--- src/rtl/iro_pkg.sv ---
// Shared constants for the image readout and exposure control block.
// Assumes a 10 MHz aclk and register access over AXI4-Lite.
package iro_pkg;
    // ****************************************
    // Register indices (byte address = index * 4)
    // ****************************************
    localparam logic [6:0] REG_READOUT = 7'h11;
    localparam logic [6:0] REG_MIRROR = 7'h16;
    localparam logic [6:0] REG_EXP_COARSE_HI = 7'h20;
    localparam logic [6:0] REG_EXP_COARSE_LO = 7'h21;
    localparam logic [6:0] REG_EXP_FINE_HI = 7'h22;
    localparam logic [6:0] REG_EXP_FINE_LO = 7'h23;
    localparam logic [6:0] REG_EXP_GAIN = 7'h24;
    localparam logic [6:0] REG_USER_OFS = 7'h2C;
    localparam logic [6:0] REG_DARK_CTRL = 7'h2D;
    localparam logic [6:0] REG_DARK_AVG = 7'h2E;
    localparam logic [6:0] REG_STATUS = 7'h30;
    localparam logic [6:0] REG_AUDIO = 7'h32;
    localparam logic [6:0] REG_CLK_DIV = 7'h33;
    localparam logic [6:0] REG_LINE_HI = 7'h52;
    localparam logic [6:0] REG_LINE_LO = 7'h53;
    localparam logic [6:0] REG_FRAME_HI = 7'h61;
    localparam logic [6:0] REG_FRAME_LO = 7'h62;
    // ****************************************
    // Field positions
    // ****************************************
    localparam int SHUFFLE_BIT = 7;
    localparam int HMIRROR_BIT = 3;
    localparam int VMIRROR_BIT = 4;
    localparam int PENDING_BIT = 0;
    localparam int MIC_REF_PD_BIT = 3;
    // ****************************************
    // Reset values and geometry
    // ****************************************
    localparam logic [9:0] DEF_FRAME_LEN = 10'h20C;
    localparam logic [9:0] DEF_LINE_LEN = 10'h2FA;
    localparam logic [9:0] DEF_COARSE = 10'h20A;
    localparam logic [9:0] DEF_FINE = 10'h2FA;
    localparam logic [7:0] DEF_GAIN = 8'h00;
    localparam logic [9:0] BLACK_LEVEL = 10'h040;
    localparam logic [9:0] DARK_FIRST = 10'h013;
    localparam logic [9:0] DARK_LAST = 10'h018;
    localparam logic [9:0] VIS_FIRST = 10'h019;
    localparam logic [9:0] VIS_ROWS = 10'h1E4;
    localparam logic [9:0] ACT_COLS = 10'h284;
    localparam logic [9:0] SHUF_HALF = 10'h142;
    localparam logic [1:0] RESP_OKAY = 2'h0;
    localparam logic [1:0] RESP_SLVERR = 2'h2;
    // ****************************************
    // Types
    // ****************************************
    typedef enum logic [1:0] {DC_REPORT, DC_INTERNAL, DC_USER} iro_dc_mode_t;
endpackage : iro_pkg

--- src/rtl/iro_readout.sv ---
// Image readout, dark calibration and exposure retiming with AXI4-Lite registers.
// Assumes pix_in_data belongs to the array position addressed at each pix_tick.
//
// Behaviour
// - Register 17 bit 7 shuffles columns, odds first
// - Register 22 bit 3 mirrors columns
// - Register 22 bit 4 mirrors rows
// - Dark calibration targets black code 64
// - Average dark pixels, compare with target
// - Register 45 picks user or internal offset
// - Leaky integrator yields the correction offset
// - Reload integrator on exposure, power-up, suspend exit
// - Modes: report, apply internal, apply user
// - Default divider gives one pixel per two clocks
// - Divider code: 1, 2, else twice bits 3:1 plus two
// - Frame length 524 default, at most 1023
// - Line length 762 default, at most 1023
// - Pixel period is twice divider over clock
// - Integration is coarse times line plus fine
// - Exposure and gain apply at frame start only
// - Status bit 0 shows exposure pending
// - Gain applies one frame after exposure
// - Page writes suspend retiming
// - Audio gain 3 bits, reference power-down
//
// Local design decisions: the address map and the AXI4-Lite slave port.
`timescale 1ns/1ps
module iro_readout import iro_pkg::*;
#(
    parameter int DARK_LOG = 11
)
(
    // Clock and reset
    input wire logic aclk,
    input wire logic aresetn,
    // AXI4-Lite write
    input wire logic [8:0] awaddr,
    input wire logic awvalid,
    output logic awready,
    input wire logic [31:0] wdata,
    input wire logic [3:0] wstrb,
    input wire logic wvalid,
    output logic wready,
    output logic [1:0] bresp,
    output logic bvalid,
    input wire logic bready,
    // AXI4-Lite read
    input wire logic [8:0] araddr,
    input wire logic arvalid,
    output logic arready,
    output logic [31:0] rdata,
    output logic [1:0] rresp,
    output logic rvalid,
    input wire logic rready,
    // Sensor side
    input wire logic suspend,
    input wire logic [9:0] pix_in_data,
    output logic pix_tick,
    output logic [9:0] rd_col,
    output logic [8:0] rd_row,
    output logic rd_valid,
    output logic frame_start,
    output logic [9:0] pix_out_data,
    output logic pix_out_valid,
    // Applied exposure and gain
    output logic [9:0] exp_coarse,
    output logic [9:0] exp_fine,
    output logic [7:0] exp_gain,
    output logic [19:0] exp_pixels,
    // Audio controls
    output logic [2:0] mic_amp_gain,
    output logic mic_ref_pd
);
    // ****************************************
    // Register storage
    // ****************************************
    logic [7:0] r_readout;
    logic [7:0] r_mirror;
    logic [7:0] r_user_ofs;
    logic [7:0] r_dark_ctrl;
    logic [7:0] r_audio;
    logic [3:0] r_clk_div;
    logic [9:0] r_line_len;
    logic [9:0] r_frame_len;
    logic [9:0] sh_coarse;
    logic [9:0] sh_fine;
    logic [7:0] sh_gain;
    logic pending;
    logic page_open;

    logic aw_hold;
    logic w_hold;
    logic [6:0] aw_idx;
    logic [7:0] w_byte;
    logic w_lane;
    logic wr_go;
    logic wr_hit;
    logic page_wr;
    logic [31:0] rd_word;
    logic rd_hit;

    logic [9:0] line_len;
    logic [9:0] frame_len;
    logic [9:0] col;
    logic [9:0] row;
    logic line_end;
    logic frame_edge;
    logic [9:0] hx;
    logic [9:0] vr;
    logic in_vis;
    logic in_dark;
    logic suspend_d;
    logic apply;
    logic gain_due;
    logic [7:0] gain_stage;
    logic [9:0] dark_avg;
    logic signed [10:0] dark_ofs;
    logic signed [11:0] corr;
    iro_dc_mode_t dc_mode;

    if (DARK_LOG < 4 || DARK_LOG > 11)
        $error("iro_readout: DARK_LOG out of range");

    // ****************************************
    // AXI4-Lite slave
    // ****************************************
    assign awready = !aw_hold;
    assign wready = !w_hold;
    assign wr_go = aw_hold && w_hold && !bvalid;

    always_ff @(posedge aclk)
    begin
        if (!aresetn)
        begin
            aw_hold <= 1'b0;
            aw_idx <= 7'h00;
        end
        else if (awvalid && !aw_hold)
        begin
            aw_hold <= 1'b1;
            aw_idx <= awaddr[8:2];
        end
        else if (wr_go)
            aw_hold <= 1'b0;
    end

    always_ff @(posedge aclk)
    begin
        if (!aresetn)
        begin
            w_hold <= 1'b0;
            w_byte <= 8'h00;
            w_lane <= 1'b0;
        end
        else if (wvalid && !w_hold)
        begin
            w_hold <= 1'b1;
            w_byte <= wdata[7:0];
            w_lane <= wstrb[0];
        end
        else if (wr_go)
            w_hold <= 1'b0;
    end

    always_comb
    begin
        unique case (aw_idx)
            REG_READOUT, REG_MIRROR, REG_USER_OFS, REG_DARK_CTRL, REG_AUDIO,
            REG_CLK_DIV, REG_LINE_HI, REG_LINE_LO, REG_FRAME_HI, REG_FRAME_LO,
            REG_EXP_COARSE_HI, REG_EXP_COARSE_LO, REG_EXP_FINE_HI,
            REG_EXP_FINE_LO, REG_EXP_GAIN: wr_hit = 1'b1;
            default: wr_hit = 1'b0;
        endcase
        page_wr = wr_go && w_lane && (aw_idx >= REG_EXP_COARSE_HI)
            && (aw_idx <= REG_EXP_GAIN);
    end

    always_ff @(posedge aclk)
    begin
        if (!aresetn)
        begin
            bvalid <= 1'b0;
            bresp <= RESP_OKAY;
        end
        else if (wr_go)
        begin
            bvalid <= 1'b1;
            bresp <= wr_hit ? RESP_OKAY : RESP_SLVERR;
        end
        else if (bready)
            bvalid <= 1'b0;
    end

    // Control registers; a cleared strobe leaves the byte untouched
    always_ff @(posedge aclk)
    begin
        if (!aresetn)
        begin
            r_readout <= 8'h00;
            r_mirror <= 8'h00;
            r_user_ofs <= 8'h00;
            r_dark_ctrl <= 8'h00;
            r_audio <= 8'h00;
            r_clk_div <= 4'h0;
            r_line_len <= DEF_LINE_LEN;
            r_frame_len <= DEF_FRAME_LEN;
        end
        else if (wr_go && w_lane)
        begin
            unique case (aw_idx)
                REG_READOUT: r_readout <= w_byte;
                REG_MIRROR: r_mirror <= w_byte;
                REG_USER_OFS: r_user_ofs <= w_byte;
                REG_DARK_CTRL: r_dark_ctrl <= w_byte;
                REG_AUDIO: r_audio <= w_byte;
                REG_CLK_DIV: r_clk_div <= w_byte[3:0];
                REG_LINE_HI: r_line_len[9:8] <= w_byte[1:0];
                REG_LINE_LO: r_line_len[7:0] <= w_byte;
                REG_FRAME_HI: r_frame_len[9:8] <= w_byte[1:0];
                REG_FRAME_LO: r_frame_len[7:0] <= w_byte;
                default: ;
            endcase
        end
    end

    // Exposure page shadows wait for a frame boundary
    always_ff @(posedge aclk)
    begin
        if (!aresetn)
        begin
            sh_coarse <= DEF_COARSE;
            sh_fine <= DEF_FINE;
            sh_gain <= DEF_GAIN;
        end
        else if (page_wr)
        begin
            unique case (aw_idx)
                REG_EXP_COARSE_HI: sh_coarse[9:8] <= w_byte[1:0];
                REG_EXP_COARSE_LO: sh_coarse[7:0] <= w_byte;
                REG_EXP_FINE_HI: sh_fine[9:8] <= w_byte[1:0];
                REG_EXP_FINE_LO: sh_fine[7:0] <= w_byte;
                default: sh_gain <= w_byte;
            endcase
        end
    end

    // Page stays open until its last byte; a strobed write to another register also closes it
    always_ff @(posedge aclk)
    begin
        if (!aresetn)
            page_open <= 1'b0;
        else if (page_wr)
            page_open <= (aw_idx != REG_EXP_GAIN);
        else if (wr_go && w_lane)
            page_open <= 1'b0;
    end

    // A new write wins over the clear at the same boundary
    always_ff @(posedge aclk)
    begin
        if (!aresetn)
            pending <= 1'b0;
        else if (page_wr)
            pending <= 1'b1;
        else if (apply)
            pending <= 1'b0;
    end

    always_comb
    begin
        rd_hit = 1'b1;
        unique case (araddr[8:2])
            REG_READOUT: rd_word = 32'(r_readout);
            REG_MIRROR: rd_word = 32'(r_mirror);
            REG_USER_OFS: rd_word = 32'(r_user_ofs);
            REG_DARK_CTRL: rd_word = 32'(r_dark_ctrl);
            REG_DARK_AVG: rd_word = 32'(dark_avg);
            REG_STATUS: rd_word = 32'(pending);
            REG_AUDIO: rd_word = 32'(r_audio);
            REG_CLK_DIV: rd_word = 32'(r_clk_div);
            REG_LINE_HI: rd_word = 32'(r_line_len[9:8]);
            REG_LINE_LO: rd_word = 32'(r_line_len[7:0]);
            REG_FRAME_HI: rd_word = 32'(r_frame_len[9:8]);
            REG_FRAME_LO: rd_word = 32'(r_frame_len[7:0]);
            REG_EXP_COARSE_HI: rd_word = 32'(sh_coarse[9:8]);
            REG_EXP_COARSE_LO: rd_word = 32'(sh_coarse[7:0]);
            REG_EXP_FINE_HI: rd_word = 32'(sh_fine[9:8]);
            REG_EXP_FINE_LO: rd_word = 32'(sh_fine[7:0]);
            REG_EXP_GAIN: rd_word = 32'(sh_gain);
            default:
            begin
                rd_word = 32'h00000000;
                rd_hit = 1'b0;
            end
        endcase
    end

    assign arready = !rvalid;

    always_ff @(posedge aclk)
    begin
        if (!aresetn)
        begin
            rvalid <= 1'b0;
            rdata <= 32'h00000000;
            rresp <= RESP_OKAY;
        end
        else if (arvalid && !rvalid)
        begin
            rvalid <= 1'b1;
            rdata <= rd_word;
            rresp <= rd_hit ? RESP_OKAY : RESP_SLVERR;
        end
        else if (rready)
            rvalid <= 1'b0;
    end

    // ****************************************
    // Timing: divider and line/frame counters
    // ****************************************
    // Lengths can only be raised; smaller codes fall back to the default
    assign line_len = (r_line_len < DEF_LINE_LEN) ? DEF_LINE_LEN : r_line_len;
    assign frame_len = (r_frame_len < DEF_FRAME_LEN) ? DEF_FRAME_LEN : r_frame_len;

    iro_pix_div u_div
    (
        .aclk(aclk),
        .aresetn(aresetn),
        .run(!suspend),
        .clk_div(r_clk_div),
        .pix_tick(pix_tick)
    );

    assign line_end = pix_tick && (col >= line_len - 10'h001);
    assign frame_edge = line_end && (row >= frame_len - 10'h001);

    always_ff @(posedge aclk)
    begin
        if (!aresetn)
        begin
            col <= 10'h000;
            row <= 10'h000;
        end
        else if (line_end)
        begin
            col <= 10'h000;
            row <= frame_edge ? 10'h000 : row + 10'h001;
        end
        else if (pix_tick)
            col <= col + 10'h001;
    end

    // ****************************************
    // Readout order
    // ****************************************
    always_comb
    begin
        if (!r_readout[SHUFFLE_BIT])
            hx = col;
        else if (col < SHUF_HALF)
            hx = {col[8:0], 1'b1};
        else
            hx = {col[8:0] - SHUF_HALF[8:0], 1'b0};
        vr = row - VIS_FIRST;
        in_vis = (col < ACT_COLS) && (row >= VIS_FIRST) && (vr < VIS_ROWS);
        in_dark = (col < ACT_COLS) && (row >= DARK_FIRST) && (row <= DARK_LAST);
    end

    always_ff @(posedge aclk)
    begin
        if (!aresetn)
        begin
            rd_col <= 10'h000;
            rd_row <= 9'h000;
            rd_valid <= 1'b0;
        end
        else if (pix_tick)
        begin
            rd_col <= r_mirror[HMIRROR_BIT] ? ACT_COLS - 10'h001 - hx : hx;
            rd_row <= r_mirror[VMIRROR_BIT] ? 9'(VIS_ROWS - 10'h001 - vr) : vr[8:0];
            rd_valid <= in_vis;
        end
    end

    // ****************************************
    // Dark calibration
    // ****************************************
    always_ff @(posedge aclk)
    begin
        if (!aresetn)
            suspend_d <= 1'b0;
        else
            suspend_d <= suspend;
    end

    iro_dark_cal #(.LOGN(DARK_LOG)) u_dark
    (
        .aclk(aclk),
        .aresetn(aresetn),
        .clr(frame_edge),
        .sample(pix_tick && in_dark),
        .pix(pix_in_data),
        .reload(apply || (suspend_d && !suspend)),
        .avg(dark_avg),
        .offset(dark_ofs)
    );

    // Code 3 is not a mode; it behaves as report only
    always_comb
    begin
        unique case (r_dark_ctrl[1:0])
            2'h1: dc_mode = DC_INTERNAL;
            2'h2: dc_mode = DC_USER;
            default: dc_mode = DC_REPORT;
        endcase
        unique case (dc_mode)
            DC_INTERNAL: corr = $signed({2'h0, pix_in_data}) - 12'(dark_ofs);
            DC_USER: corr = $signed({2'h0, pix_in_data}) - 12'($signed(r_user_ofs));
            DC_REPORT: corr = $signed({2'h0, pix_in_data});
        endcase
    end

    always_ff @(posedge aclk)
    begin
        if (!aresetn)
        begin
            pix_out_data <= 10'h000;
            pix_out_valid <= 1'b0;
            frame_start <= 1'b0;
        end
        else
        begin
            frame_start <= frame_edge;
            pix_out_valid <= pix_tick && in_vis;
            if (pix_tick)
            begin
                if (corr < 0)
                    pix_out_data <= 10'h000;
                else if (corr > 12'sh3FF)
                    pix_out_data <= 10'h3FF;
                else
                    pix_out_data <= corr[9:0];
            end
        end
    end

    // ****************************************
    // Exposure and gain retiming
    // ****************************************
    assign apply = frame_edge && pending && !page_open && !page_wr;

    always_ff @(posedge aclk)
    begin
        if (!aresetn)
        begin
            exp_coarse <= DEF_COARSE;
            exp_fine <= DEF_FINE;
            gain_stage <= DEF_GAIN;
        end
        else if (apply)
        begin
            exp_coarse <= sh_coarse;
            exp_fine <= sh_fine;
            gain_stage <= sh_gain;
        end
    end

    // Gain lags a frame since exposure shows up one frame late
    always_ff @(posedge aclk)
    begin
        if (!aresetn)
        begin
            exp_gain <= DEF_GAIN;
            gain_due <= 1'b0;
        end
        else if (frame_edge)
        begin
            if (gain_due)
                exp_gain <= gain_stage;
            gain_due <= apply;
        end
    end

    always_ff @(posedge aclk)
    begin
        if (!aresetn)
            exp_pixels <= 20'h00000;
        else
            exp_pixels <= 20'(exp_coarse) * 20'(line_len) + {10'h000, exp_fine};
    end

    // ****************************************
    // Audio controls
    // ****************************************
    always_ff @(posedge aclk)
    begin
        if (!aresetn)
        begin
            mic_amp_gain <= 3'h0;
            mic_ref_pd <= 1'b0;
        end
        else
        begin
            mic_amp_gain <= r_audio[2:0];
            mic_ref_pd <= r_audio[MIC_REF_PD_BIT];
        end
    end
endmodule : iro_readout

--- src/rtl/iro_pix_div.sv ---
// Pixel-rate enable from the 4-bit clock divider code.
// Assumes one clock; the tick is a one-cycle enable.
`timescale 1ns/1ps
module iro_pix_div
(
    // Clock and reset
    input wire logic aclk,
    input wire logic aresetn,
    // Control
    input wire logic run,
    input wire logic [3:0] clk_div,
    // Tick
    output logic pix_tick
);
    logic [4:0] cnt;
    logic [4:0] term;

    // Pixel period is 2*N clocks; bit 0 ignored above code 1
    always_comb
    begin
        if (clk_div == 4'h0)
            term = 5'h01;
        else if (clk_div == 4'h1)
            term = 5'h03;
        else
            term = {clk_div[3:1], 2'h3};
    end

    always_ff @(posedge aclk)
    begin
        if (!aresetn)
            cnt <= 5'h00;
        else if (!run)
            cnt <= 5'h00;
        else if (cnt >= term)
            cnt <= 5'h00;
        else
            cnt <= cnt + 5'h01;
    end

    assign pix_tick = run && (cnt >= term);
endmodule : iro_pix_div

--- src/rtl/iro_dark_cal.sv ---
// Dark row averaging and leaky integrator for black level offset.
// Assumes samples arrive only on shielded dark rows, cleared each frame.
`timescale 1ns/1ps
module iro_dark_cal import iro_pkg::*;
#(
    parameter int LOGN = 11,
    parameter int LEAK = 3
)
(
    // Clock and reset
    input wire logic aclk,
    input wire logic aresetn,
    // Control
    input wire logic clr,
    input wire logic sample,
    input wire logic [9:0] pix,
    input wire logic reload,
    // Results
    output logic [9:0] avg,
    output logic signed [10:0] offset
);
    if (LOGN < 4 || LOGN > 11 || LEAK < 1 || LEAK > 6)
        $error("iro_dark_cal: parameter out of range");

    localparam int F = 4;
    logic [9+LOGN:0] sum;
    logic [9+LOGN:0] sum_next;
    logic [LOGN:0] cnt;
    logic fire;
    logic reload_pend;
    logic signed [10+F:0] integ;
    logic signed [10+F:0] target;

    assign sum_next = sum + {{LOGN{1'b0}}, pix};
    assign fire = sample && !cnt[LOGN] && (cnt == {1'b0, {LOGN{1'b1}}});
    assign target = $signed({1'b0, sum_next[9+LOGN:LOGN], {F{1'b0}}});

    // Accumulate a fixed count of dark pixels per frame
    always_ff @(posedge aclk)
    begin
        if (!aresetn || clr)
        begin
            sum <= '0;
            cnt <= '0;
        end
        else if (sample && !cnt[LOGN])
        begin
            sum <= sum_next;
            cnt <= cnt + 1'b1;
        end
    end

    always_ff @(posedge aclk)
    begin
        if (!aresetn)
            avg <= 10'h000;
        else if (fire)
            avg <= sum_next[9+LOGN:LOGN];
    end

    // Set wins over the clear taken by the update
    always_ff @(posedge aclk)
    begin
        if (!aresetn)
            reload_pend <= 1'b1;
        else if (reload)
            reload_pend <= 1'b1;
        else if (fire)
            reload_pend <= 1'b0;
    end

    // Stale history is replaced, not blended
    always_ff @(posedge aclk)
    begin
        if (!aresetn)
            integ <= '0;
        else if (fire && reload_pend)
            integ <= target;
        else if (fire)
            integ <= integ + ((target - integ) >>> LEAK);
    end

    assign offset = $signed({1'b0, integ[9+F:F]}) - $signed({1'b0, BLACK_LEVEL});
endmodule : iro_dark_cal

--- config.mk ---
export PLATFORM = sky130hd
export DESIGN_NAME = iro_readout
export DESIGN_NICKNAME = d
export VERILOG_FILES = /design/src/rtl/iro_pkg.sv /design/src/rtl/iro_readout.sv /design/src/rtl/iro_pix_div.sv /design/src/rtl/iro_dark_cal.sv
export SDC_FILE = /design/constraint.sdc
export NUM_CORES = 1
export LEC_CHECK = 0
export ABC_AREA = 1
export BUFFER_PORTS_ARGS = -buffer_cell sky130_fd_sc_hd__buf_2
export CORE_MARGIN = 8
export CORE_UTILIZATION = 26
export DETAILED_ROUTE_END_ITERATION = 6
export GPL_TIMING_DRIVEN = 0
export PLACE_DENSITY = 0.42
export SYNTH_ARGS = -nofsm -noshare
export SYNTH_HDL_FRONTEND = slang
export SYNTH_HIERARCHICAL = 1
export SYNTH_SLANG_ARGS = --single-unit
--- constraint.sdc ---
create_clock -name aclk -period 5.5 [get_ports aclk]
set_input_delay 0.825 -clock aclk [delete_from_list [all_inputs] [get_ports aclk]]
set_output_delay 0.825 -clock aclk [all_outputs]
set_load 0.03 [all_outputs]
# After elaboration in Yosys (flattened, before gate mapping)
# Index checks and enable logic that the tools add are counted.
[word_totals]
ff_bits = 328
out_inout_bits = 126
word_cells = 223
inputBits = 72
[classes]
n_mux = 31
n_eq_ne = 39
addsub = 17
bitwise = 2
magnitude_cmp = 15
n_reduce_logical = 67
multipliers = 1
[ops]
columns = ["cell", "n"]
rows = [
  ["case mux 10 bit (17 select lines)", 1],
  ["equality test 7 x 6 -> 1 bit, second input constant", 20],
  ["two-way mux 10 bit", 8],
  ["equality test 7 bit, second input constant", 8],
  ["case mux 12 bit (3 select lines)", 1],
  ["AND reduction 2 bit", 16],
  ["< comparator 10 bit, second input constant", 3],
  ["equality test 7 x 5 -> 1 bit, second input constant", 4],
  ["two-way mux 14 bit", 2],
  ["logical AND 1 bit", 24],
  ["adder 21 x 10 -> 21 bit", 1],
  ["adder 10 x 1 -> 10 bit, second input constant", 2],
  ["adder 20 x 10 -> 20 bit", 1],
  ["greater-or-equal comparator 10 bit", 2],
  ["greater-or-equal comparator 10 x 5 -> 1 bit, second input constant", 2],
  ["< comparator 10 x 9 -> 1 bit, second input constant", 2],
  ["multiplier 10 x 10 -> 20 bit", 1],
  ["subtractor 10 x 1 -> 10 bit, second input constant", 2],
  ["OR reduction 17 bit", 1],
  ["adder 15 x 12 -> 15 bit", 1],
  ["OR reduction 15 bit", 1],
  ["subtractor 15 bit", 1],
  ["nonzero test 2 bit", 7],
  ["two-way mux 1 bit", 13],
  ["other kinds (32)", 48],
]

# Longest topological paths before layout
# Gate-level depths: netlist (run 1).
[depth]
depth_word = 12
mapped_depth = 34
ltp_nobuf = 34

# Modules after synthesis
# Netlist (run 1), hierarchy kept.
[by_module_without_submodules]
columns = ["module", "instances", "area_each_um2", "cells_each", "seq_area_each_um2"]
rows = [
  ["iro_readout", 1, 15379.8, 2106, 4804.6],
  ["iro_dark_cal", 1, 5053.6, 828, 1181.1],
  ["iro_pix_div", 1, 324.1, 37, 100.1],
]

# Worst setup path before layout (run 1)
# Ideal clock, no wire load.
[synth_path]
path_type = "reg2reg"
from = "register r_line_len[2]"
to = "register exp_pixels[16]"
required_time_ps = 5385
period_less_slack_ps = 5485
setup_slack_ps = 15
t_arrival_ps = 5370
stages_incl_launch_ff = 23
path_cell_list = "dfxtp_1 > nand2_1 > o31ai_4 > a21oi_4 > nor2_1 > inv_2 > nand2_1 > fa_1 > fa_1 > inv_1 > fa_1 > fa_1 > inv_1 > fa_1 > inv_1 > ha_1 > nand2_1 > o21ai_2 > a21boi_0 > o21ai_0 > nand2_1 > a21oi_1 > nor2_1"
[synth_via]
elab_chain_cells = 4
[synth_lines]
columns = ["element", "line", "rtl"]
rows = [
  ["start, declared", "iro_readout.sv:83", "logic [9:0] r_line_len;"],
  ["start signal, assigned", "iro_readout.sv:218", "REG_LINE_LO: r_line_len[7:0] <= w_byte;"],
  ["< comparator 10 bit", "iro_readout.sv:322", "assign line_len = (r_line_len < DEF_LINE_LEN) ? DEF_LINE_LEN : r_line_len;"],
  ["two-way mux 10 bit *", "iro_readout.sv:322", ""],
  ["multiplier 10 x 10 -> 20 bit *", "iro_readout.sv:489", "exp_pixels <= 20'(exp_coarse) * 20'(line_len) + {10'h000, exp_fine};"],
  ["adder 20 x 10 -> 20 bit *", "iro_readout.sv:489", ""],
  ["end signal, assigned", "iro_readout.sv:489", ""],
  ["end, declared", "iro_readout.sv:69", "output logic [19:0] exp_pixels,"],
]
# Every way passes the cells marked *; elsewhere a longest branch is shown, timed or not.
# A chain may end at the register's enable or synchronous reset.

# Worst setup path after layout (run 1)
[layout_path]
from = "register r_line_len[9]"
to = "register exp_pixels[13]"
# The elaborated chain is that of the path after synthesis.

==> results of run 1 <==
==> Yosys cell counts (31+ instances only) <==
master and number:
nand2_1 619, inv_1 478, nor2_1 332, dfxtp_1 304, a21oi_1 202, o21ai_0 193, ha_1 140, nand3_1 133
fa_1 75, clkbuf_1 57, xor2_1 53, o21ai_1 34, buf_4 33, nor3_1 33, nand4_1 31
==> timing repair <==
item | in CTS | in global routing
endpoints found under the setup margin | 13 | 45
pin swaps | 31 | 39
gates resized for setup | 70 | 55
setup buffers | 23 | 15
==> report_power, final <==
group	switching, W	internal (W)	total, W
combinational	0.000284	0.0000983	0.000382
clock	0.00107	0.00163	0.00270
sequential	0.0000212	0.00223	0.00225
total	0.00137	0.00396	0.00534
==> cell type report <==
class,count,area (um^2),area share (%)
clock buffer,59,1230,4.91
inverter,505,1920,7.70
antenna,4,10.0,0.0401
timing repair buffer,180,1040,4.17
clock inverter,11,118,0.471
tap,1050,1310,5.26
buffer,104,547,2.19
multi-input combinational,2083,12700,50.8
sequential,304,6110,24.4
==> kinds of logic (layout without fill, tap and decap cells) <==
kind of cell               after synthesis  in the layout  synth area share [%]
adders and majority gates              215            215                  15.7
DFF                                    304            304                  29.3
other                                    1             30                0.0181
AOI/OAI and AO/OA                      536            536                  14.4
and+or+nand+nor                       1234           1234                  25.8
xor gates and xnor gates                72             72                  3.04
buffers and inverters                  609            859                  11.8
==> worst max-delay path: cells and delay by family (launching register included) <==
kind            cells  cell delay, ns
compound gates      4            0.64
fa+ha+maj           6            2.74
buf+inv             6            0.69
flops               1            0.40
simple gates        7            0.95
==> how the worst max path moves through the flow <==
stage / start / end / slack [ns] / cells past startpoint
3_5_place_dp: r_line_len[9]$_SDFFE_PN1P_ / exp_pixels[16]$_SDFF_PN0_ / -1.03 / 23
5_1_grt: r_line_len[9]$_SDFFE_PN1P_ / exp_pixels[17]$_SDFF_PN0_ / -0.23 / 26
4_1_cts: r_line_len[8]$_SDFFE_PN0P_ / exp_pixels[17]$_SDFF_PN0_ / -0.1 / 25
6_report: r_line_len[9]$_SDFFE_PN1P_ / exp_pixels[13]$_SDFF_PN0_ / 0.001 / 23
2_1_floorplan: r_line_len[2]$_SDFFE_PN0P_ / exp_pixels[16]$_SDFF_PN0_ / 0.01 / 22
3_3_place_gp: r_line_len[9]$_SDFFE_PN1P_ / exp_pixels[16]$_SDFF_PN0_ / -1.11 / 23
==> stage by stage <==
step | hold WS [ns] | cell area, um^2 | power [W] | setup WS (ns)
floorplan | 0.407 | 20900 | 0.00254 | 0.0148
global placement | 0.437 | 22900 | 0.00269 | -1.11
detailed placement | 0.434 | 22900 | 0.00269 | -1.03
CTS | 0.450 | 24600 | 0.00544 | -0.0993
global route | 0.463 | 25000 | 0.00556 | -0.232
finish | 0.445 | 25000 | 0.00534 | 0.00110
==> metal layers <==
layer / wire (um) / vias up
met5: 41 / -
met4: 1780 / 6
met3: 3160 / 97
met2: 37200 / 327
met1: 33900 / 9064
li1: - / 9955
==> registers in the layout, summed over array words and instances, names as in the netlist, 12 cells and up <==
signal        count
exp_pixels       20
u_dark/cnt       12
u_dark/sum       21
u_dark/integ     15
==> impl_metrics.ini, run 1 <==
[sta]
fin_tns_setup_ns = 0
tightest_slew_ns = 1.21
drv_slew = 0
relSlewSlack_pct = 19.6
rsz0062_at_grt = true
setup_viol = 0
max_freq_mhz = 182
hold_violations = 0
fin_crit_sh_pct = 100
period_minus_slack_ns = 5.50
final.setup_skew_ns = 0.0182

[floorplan]
start_util_pct = 26.3
rows = 103
die-height_um = 299
dieArea_mm2 = 0.0891
io_pins = 198
die_w_um = 299
core_mm2 = 0.0790

[clock_network]
cts_root_buf = clkbuf_16
cts_max_level = 2
hold_buffers = 0
cts_buffers = 41
cts_tree = built
cts_buffer_depth = 3
clk_latency_ns = 0.57
clkSlewWorstSetupHoldPaths_ns = 0.06
clock_sinks = 304

[placement]
portBuffers = 142
dp_cells = 4188
gp_congestion = 0.876
hpwlAfterDp_mm = 60.4

[finish]
final_cell_mix = nand2_1 (606), inv_1 (468), nor2_1 (326)
final_cells = 4300
final_nets = 3506
drive_gt1_share_pct = 13.9
nFillCells = 8778
utilization_pct = 31.6
syn_to_final_growth_pct = 20.4
final_common_cell = nand2_1

[power]
irDropWorstVdd_v = 0.000164
p_leak_nw = 12.0
powerDensity_mw_per_mm2 = 214

[drt]
ant_nets = 0
wl_per_cell_um = 17.7
drt-total-wl_mm = 76.0
drcViolationCount = 0
drt_first_pass_iters = 5
vias = 19400
vias_per_cell = 4.52
drtIter0Drc = 1032

[worst_setup_path]
r2r_start = r_line_len[9]$_SDFFE_PN1P_
cp.arrival_ns = 5.99
path_common_cell = fa_1
critPathSlowestCell = fa_1
end_kind = register
cp_max_fo = 6
max_stage_delay_ns = 0.58
cp_cell_sequence = nand4_4 > buf_6 > nor4_4 > a21oi_4 > nor2_4 > buf_6 > nor2_1 > fa_1 > fa_1 > fa_1 > fa_1 > inv_1 > fa_1 > inv_2 > ha_4 > a21o_1 > a31oi_4 > nand3_4 > buf_4 > nand3_2 > nand2_2 > buf_4 > a21oi_2
timing_worst_setup_path_type = register to register
crit_required_ns = 5.99
reg2reg_to = exp_pixels[13]$_SDFF_PN0_
reg2reg_slack_ns = 0.001
cp-start-kind = register
worst-r2r-cell-count = 23

[min_path]
hold_path.class = register to register
hold_depth = 2
holdPathEnd = pix_out_data[9]$_SDFFE_PN0P_
hp-start = pix_out_data[9]$_SDFFE_PN0P_

[status]
status = complete, no violations

[run]
maxCapViolations = 0

[yosys]
synth_seq_cells = 304
syn-cell-area_mm2 = 0.0208
synth_edf_count = 0
synthFlopType = dfxtp_1
postSynthCellCount = 2971
seq_area_frac_synth_pct = 29.3
ys_types = 63
async_reset_ff_share_pct = 0
synth.avg_cell_area_um2 = 6.99
synth_top_area_share_pct = 29.3
synth_top_cells_by_area = dfxtp_1 (29%), nand2_1 (11%), inv_1 (8.6%)
synth_warnings = 6
synth_top_cell_by_area = dfxtp_1

[global_routing]
grt_antenna_before_repair = 10
met1_usage_pct = 21.1
first_global_vias = 19200
grt_first_pass_wirelength_mm = 117
grt_util_met2_pct = 29.3
grt-busiest-layer = met2
met3_usage_pct = 2.62
track_usage_pct = 16.7
grt_max_degree = 12
grt.overflow.total = 0
Note: power is estimated with default switching activity, not from simulation.
==> run 2, diff against run 1 <==
CORE_MARGIN = default   (was 8)
CTS_BUF_LIST = sky130_fd_sc_hd__clkbuf_4 sky130_fd_sc_hd__clkbuf_8 sky130_fd_sc_hd__clkbuf_16   (was default)
==> impl_metrics.ini, run 2 (synthesized netlist as in run 1, its figures left out) <==
[global_routing]
met1_usage_pct = 23.2
grt_first_pass_wirelength_mm = 115
met3_usage_pct = 2.46
grt_util_met2_pct = 32.3
grt-busiest-layer = met2
grt_max_degree = 13
grt_antenna_before_repair = 7
grt.overflow.total = 0
first_global_vias = 19100
track_usage_pct = 18.5

[min_path]
hold_path.class = register to register

[finish]
final_nets = 3511
reg_top3 = u_dark/sum (21), exp_pixels (20), u_dark/integ (15)
utilization_pct = 31.8
final_common_cell = nand2_1
drive_gt1_share_pct = 14.2
regMostFlops = u_dark/sum
largest_reg_flops = 21
final_cell_mix = nand2_1 (608), inv_1 (465), nor2_1 (328)
syn_to_final_growth_pct = 21.0

[worst_setup_path]
critPathSlowestCell = fa_1
cp_top_family = adder cells
end_kind = register
crit_required_ns = 5.95
path_common_cell = fa_1
cp_num_buf_inv = 7
timing_worst_setup_path_type = register to register
cp-start-kind = register
cp_max_fo = 6
cp_cell_sequence = nand4_4 > nor4_4 > a21oi_4 > buf_6 > nor2_4 > buf_12 > nor2_1 > fa_1 > inv_1 > fa_1 > inv_2 > fa_2 > fa_1 > inv_2 > fa_1 > inv_2 > ha_4 > nand2_2 > o21ai_4 > a21boi_2 > o21ai_2 > buf_4 > a21oi_1 > o21a_1
cp.arrival_ns = 5.87
max_stage_delay_ns = 0.55

[drt]
drt-total-wl_mm = 75.1
drtIter0Drc = 1141
ant_nets = 0
vias = 19400
wl_per_cell_um = 17.4
vias_per_cell = 4.52
drt_first_pass_iters = 6
drcViolationCount = 0

[placement]
portBuffers = 142
gp_congestion = 0.928
hpwlAfterDp_mm = 59.5

[sta]
fin_crit_sh_pct = 98.5
fin_tns_setup_ns = 0
rsz0062_at_grt = true
drv_slew = 0
hold_violations = 0
max_freq_mhz = 185
relSlewSlack_pct = 16.4
hold_ws_ns = 0.449
period_minus_slack_ns = 5.42
setup_viol = 0
final.setup_skew_ns = 0.0202
tightest_slew_ns = 1.25

[floorplan]
core_mm2 = 0.0790
rows = 103
die-height_um = 285
start_util_pct = 26.3
io_pins = 198
dieArea_mm2 = 0.0810
die_w_um = 285

[clock_network]
cts_tree = built
clk_latency_ns = 0.58
clkSlewWorstSetupHoldPaths_ns = 0.06
cts_root_buf = clkbuf_16
clock_sinks = 304
cts_buffers = 41
cts_max_level = 2
hold_buffers = 0
cts_buffer_depth = 3

[run]
maxCapViolations = 0

[power]
irDropWorstVdd_v = 0.000172
p_leak_nw = 12.1
powerDensity_mw_per_mm2 = 217
total_power_w = 0.00546

[status]
status = complete, no violations
==> run 2: cell types whose count changed in the layout (fill, tap and decap cells not counted), moves of 3 or more <==
cell / delta
clkbuf_1: -7
clkbuf_4: +7
buf_4: +5
buf_12: +3
buf_6: -3
bufinv_16: +3
fa_1: +3
fa_2: -3
ha_4: +3
inv_1: -3
inv_2: +3
==> run 2: path summary, 6_finish.rpt <==
path / endpoint / cells past startpoint / from / slack (ns)
max: exp_pixels[14]$_SDFF_PN0_ / 24 / r_line_len[9]$_SDFFE_PN1P_ / 0.08
min: pix_out_data[9]$_SDFFE_PN0P_ / 2 / pix_out_data[9]$_SDFFE_PN0P_ / 0.45
max reg2reg: exp_pixels[14]$_SDFF_PN0_ / 24 / r_line_len[9]$_SDFFE_PN1P_ / 0.08
min reg2reg: pix_out_data[9]$_SDFFE_PN0P_ / 2 / pix_out_data[9]$_SDFFE_PN0P_ / 0.45
==> run 2: final cells by class <==
cell class | count | area, um^2
repair buffers | 185 | 1110
diodes | 4 | 10.0
plain buffers | 104 | 547
clock inverters | 15 | 214
clock buffers | 56 | 1190
well taps | 1050 | 1310
multi-input cells | 2083 | 12700
inverters | 505 | 1920
flip-flops and latches | 304 | 6110
fillers | 8680 | 53900
==> run 2: metal layers <==
metal | part of all wire [%] | wire (um)
met3 | 3.7 | 2780
met2 | 48 | 36400
met4 | 3.4 | 2580
met5 | 0.036 | 27
met1 | 44 | 33400
==> run 2: stage by stage <==
step | std cells | area [um^2] | setup WS (ns)
2_1_floorplan | 2996 | 20900 | 0.0148
3_3_place_gp | 4188 | 22900 | -1.07
3_5_place_dp | 4188 | 22900 | -0.969
4_1_cts | 4289 | 24800 | -0.0470
5_1_grt | 4303 | 25100 | -0.152
6_report | 4306 | 25100 | 0.0837
==> run 2: repair_timing <==
item,4_1_cts,5_1_grt
setup endpoints to repair,13,11
resized for setup,74,44
pin swaps,34,34
setup buffers,30,13
==> run 2: worst register-to-register path, delay by kind of cell (launching register included) <==
kind,cells,cell delay [ns]
adder cells (fa/ha/maj),6,2.77
AO/OA/AOI/OAI,6,0.81
AND/OR/NAND/NOR,5,0.73
buffers and inverters,7,0.61
flip-flops,1,0.40
==> run 2: power by group <==
| group | switching [W] | internal, W |
|---|---|---|
| clock | 0.00108 | 0.00174 |
| combinational | 0.000283 | 0.0000980 |
| sequential | 0.0000221 | 0.00223 |
==> run 3, diff against run 2 <==
CORE_MARGIN = 1   (was default)
PLACE_DENSITY = 0.4   (was 0.42)
clock period = 5.8 ns   (was 5.5 ns; I/O delays follow)
==> impl_metrics.ini, run 3 (synthesized netlist as in run 1, its figures left out) <==
[finish]
regMostFlops = u_dark/sum
largest_reg_flops = 21
reg_top3 = u_dark/sum (21), exp_pixels (20), u_dark/integ (15)
final_nets = 3493
final_cell_mix = nand2_1 (615), inv_1 (472), nor2_1 (327)
final_common_cell = nand2_1
drive_gt1_share_pct = 12.8
nFillCells = 8837
utilization_pct = 31.4
syn_to_final_growth_pct = 19.6

[sta]
relSlewSlack_pct = 15.8
final.setup_skew_ns = 0.0253
fin_crit_sh_pct = 96.0
setup_viol = 0
rsz0062_at_grt = true
hold_violations = 0
drv_slew = 0
max_freq_mhz = 180
period_minus_slack_ns = 5.57
hold_ws_ns = 0.450
tightest_slew_ns = 1.26

[drt]
wl_per_cell_um = 17.7
drtIter0Drc = 1095
ant_nets = 0
drt_first_pass_iters = 5
drt-total-wl_mm = 75.9
drcViolationCount = 0
vias = 19400
vias_per_cell = 4.52

[floorplan]
die_w_um = 285
dieArea_mm2 = 0.0810
core_mm2 = 0.0790
io_pins = 198
rows = 103
start_util_pct = 26.3
die-height_um = 285

[power]
switching_share_pct = 25.6
total_power_w = 0.00537
p_sw_w = 0.00137
power_frac_clock_pct = 53.4
power_frac_comb_pct = 6.8
p_leak_nw = 12.0
powerDensity_mw_per_mm2 = 216
p_seq_share_pct = 39.8
intPower_w = 0.00399
irDropWorstVdd_v = 0.000182

[clock_network]
cts_max_level = 2
clock_sinks = 304
cts_tree = built
hold_buffers = 0
clkSlewWorstSetupHoldPaths_ns = 0.06
cts_buffers = 43
clk_latency_ns = 0.59
cts_root_buf = clkbuf_16
cts_buffer_depth = 3

[placement]
hpwlAfterDp_mm = 60.2
gp_congestion = 0.906
portBuffers = 142

[worst_setup_path]
r2r_start = r_line_len[8]$_SDFFE_PN0P_
crit_required_ns = 6.27
cp_max_fo = 6
crit_start = r_line_len[8]$_SDFFE_PN0P_
worst-r2r-cell-count = 24
cp-start-kind = register
cp.arrival_ns = 6.03
end_kind = register
timing_worst_setup_path_type = register to register

[global_routing]
grt_max_degree = 12
grt_antenna_before_repair = 7
grt_first_pass_wirelength_mm = 115
grt.overflow.total = 0
track_usage_pct = 18.6
first_global_vias = 18800

[min_path]
hold_path.class = register to register
hp-start = sh_fine[0]$_SDFFE_PN0P_
hold_depth = 2

[status]
status = complete, no violations

[run]
maxCapViolations = 0
[run 3: power by group through the flow]
stage / sequential (W) / clock, W / combinational (W)
2_1_floorplan: 0.00221 / 0 / 0.000195
3_3_place_gp: 0.00218 / 0 / 0.000372
3_5_place_dp: 0.00218 / 0 / 0.000370
4_1_cts: 0.00214 / 0.00295 / 0.000371
5_1_grt: 0.00214 / 0.00304 / 0.000399
6_report: 0.00214 / 0.00286 / 0.000365
[run 3: per-layer routing]
layer  vias up  track usage (%)  wire length [um]
met5         -                0                48
met4         8             7.03              2810
met3       128             2.70              3100
met2       372             31.6             36000
met1      8921             23.7             34000
li1       9940                -                 -
[run 3: timing repair]
action                     4_1_cts  5_1_grt
cloned                           0        0
pin swaps                        9       21
resized for setup               32       39
setup endpoints to repair       10        9
buffers inserted                16        7
[run 3: area by class of cell]
class | count | area, um^2 | area share (%)
flip-flops and latches | 304 | 6100 | 24.6
clock inverters | 17 | 260 | 1.05
well taps | 1050 | 1310 | 5.29
plain buffers | 104 | 547 | 2.20
clock buffers | 60 | 1260 | 5.07
inverters | 505 | 1920 | 7.71
repair buffers | 165 | 900 | 3.62
multi-input cells | 2083 | 12500 | 50.5
diodes | 1 | 2.50 | 0.0101
[run 3: worst paths after layout]
kind	endpoint	slack [ns]
setup / recovery	exp_pixels[17]$_SDFF_PN0_	0.23
hold / removal	exp_fine[0]$_SDFFE_PN0P_	0.45
setup reg to reg	exp_pixels[17]$_SDFF_PN0_	0.23
hold reg to reg	exp_fine[0]$_SDFFE_PN0P_	0.45
[run 3: worst max-delay path, cell delays in order, from the launching register on]
cell and delay, ns:
dfxtp_4 0.37, inv_4 0.07, nand4_4 0.14, nor4_4 0.35
a21oi_4 0.16, buf_6 0.15, nor2_4 0.15, inv_4 0.08
nand2_1 0.08, fa_1 0.41, inv_1 0.08, fa_1 0.43
fa_1 0.51, fa_1 0.55, inv_1 0.06, fa_1 0.54
inv_1 0.07, ha_4 0.27, a21o_1 0.17, a31oi_2 0.18
nand3_2 0.15, a21oi_4 0.20, o21ai_2 0.09, o21ai_1 0.12
a21oi_1 0.06
[run 3: per-stage QoR]
stage	setup WS, ns	std cells	instance area, um^2	setup TNS [ns]
6_report	0.232	4289	24800	0
5_1_grt	-0.0534	4288	24800	-0.0842
4_1_cts	0.00563	4281	24600	0
3_5_place_dp	-0.675	4188	22900	-2.91
3_3_place_gp	-0.674	4188	22900	-2.99
2_1_floorplan	0.315	2996	20900	0
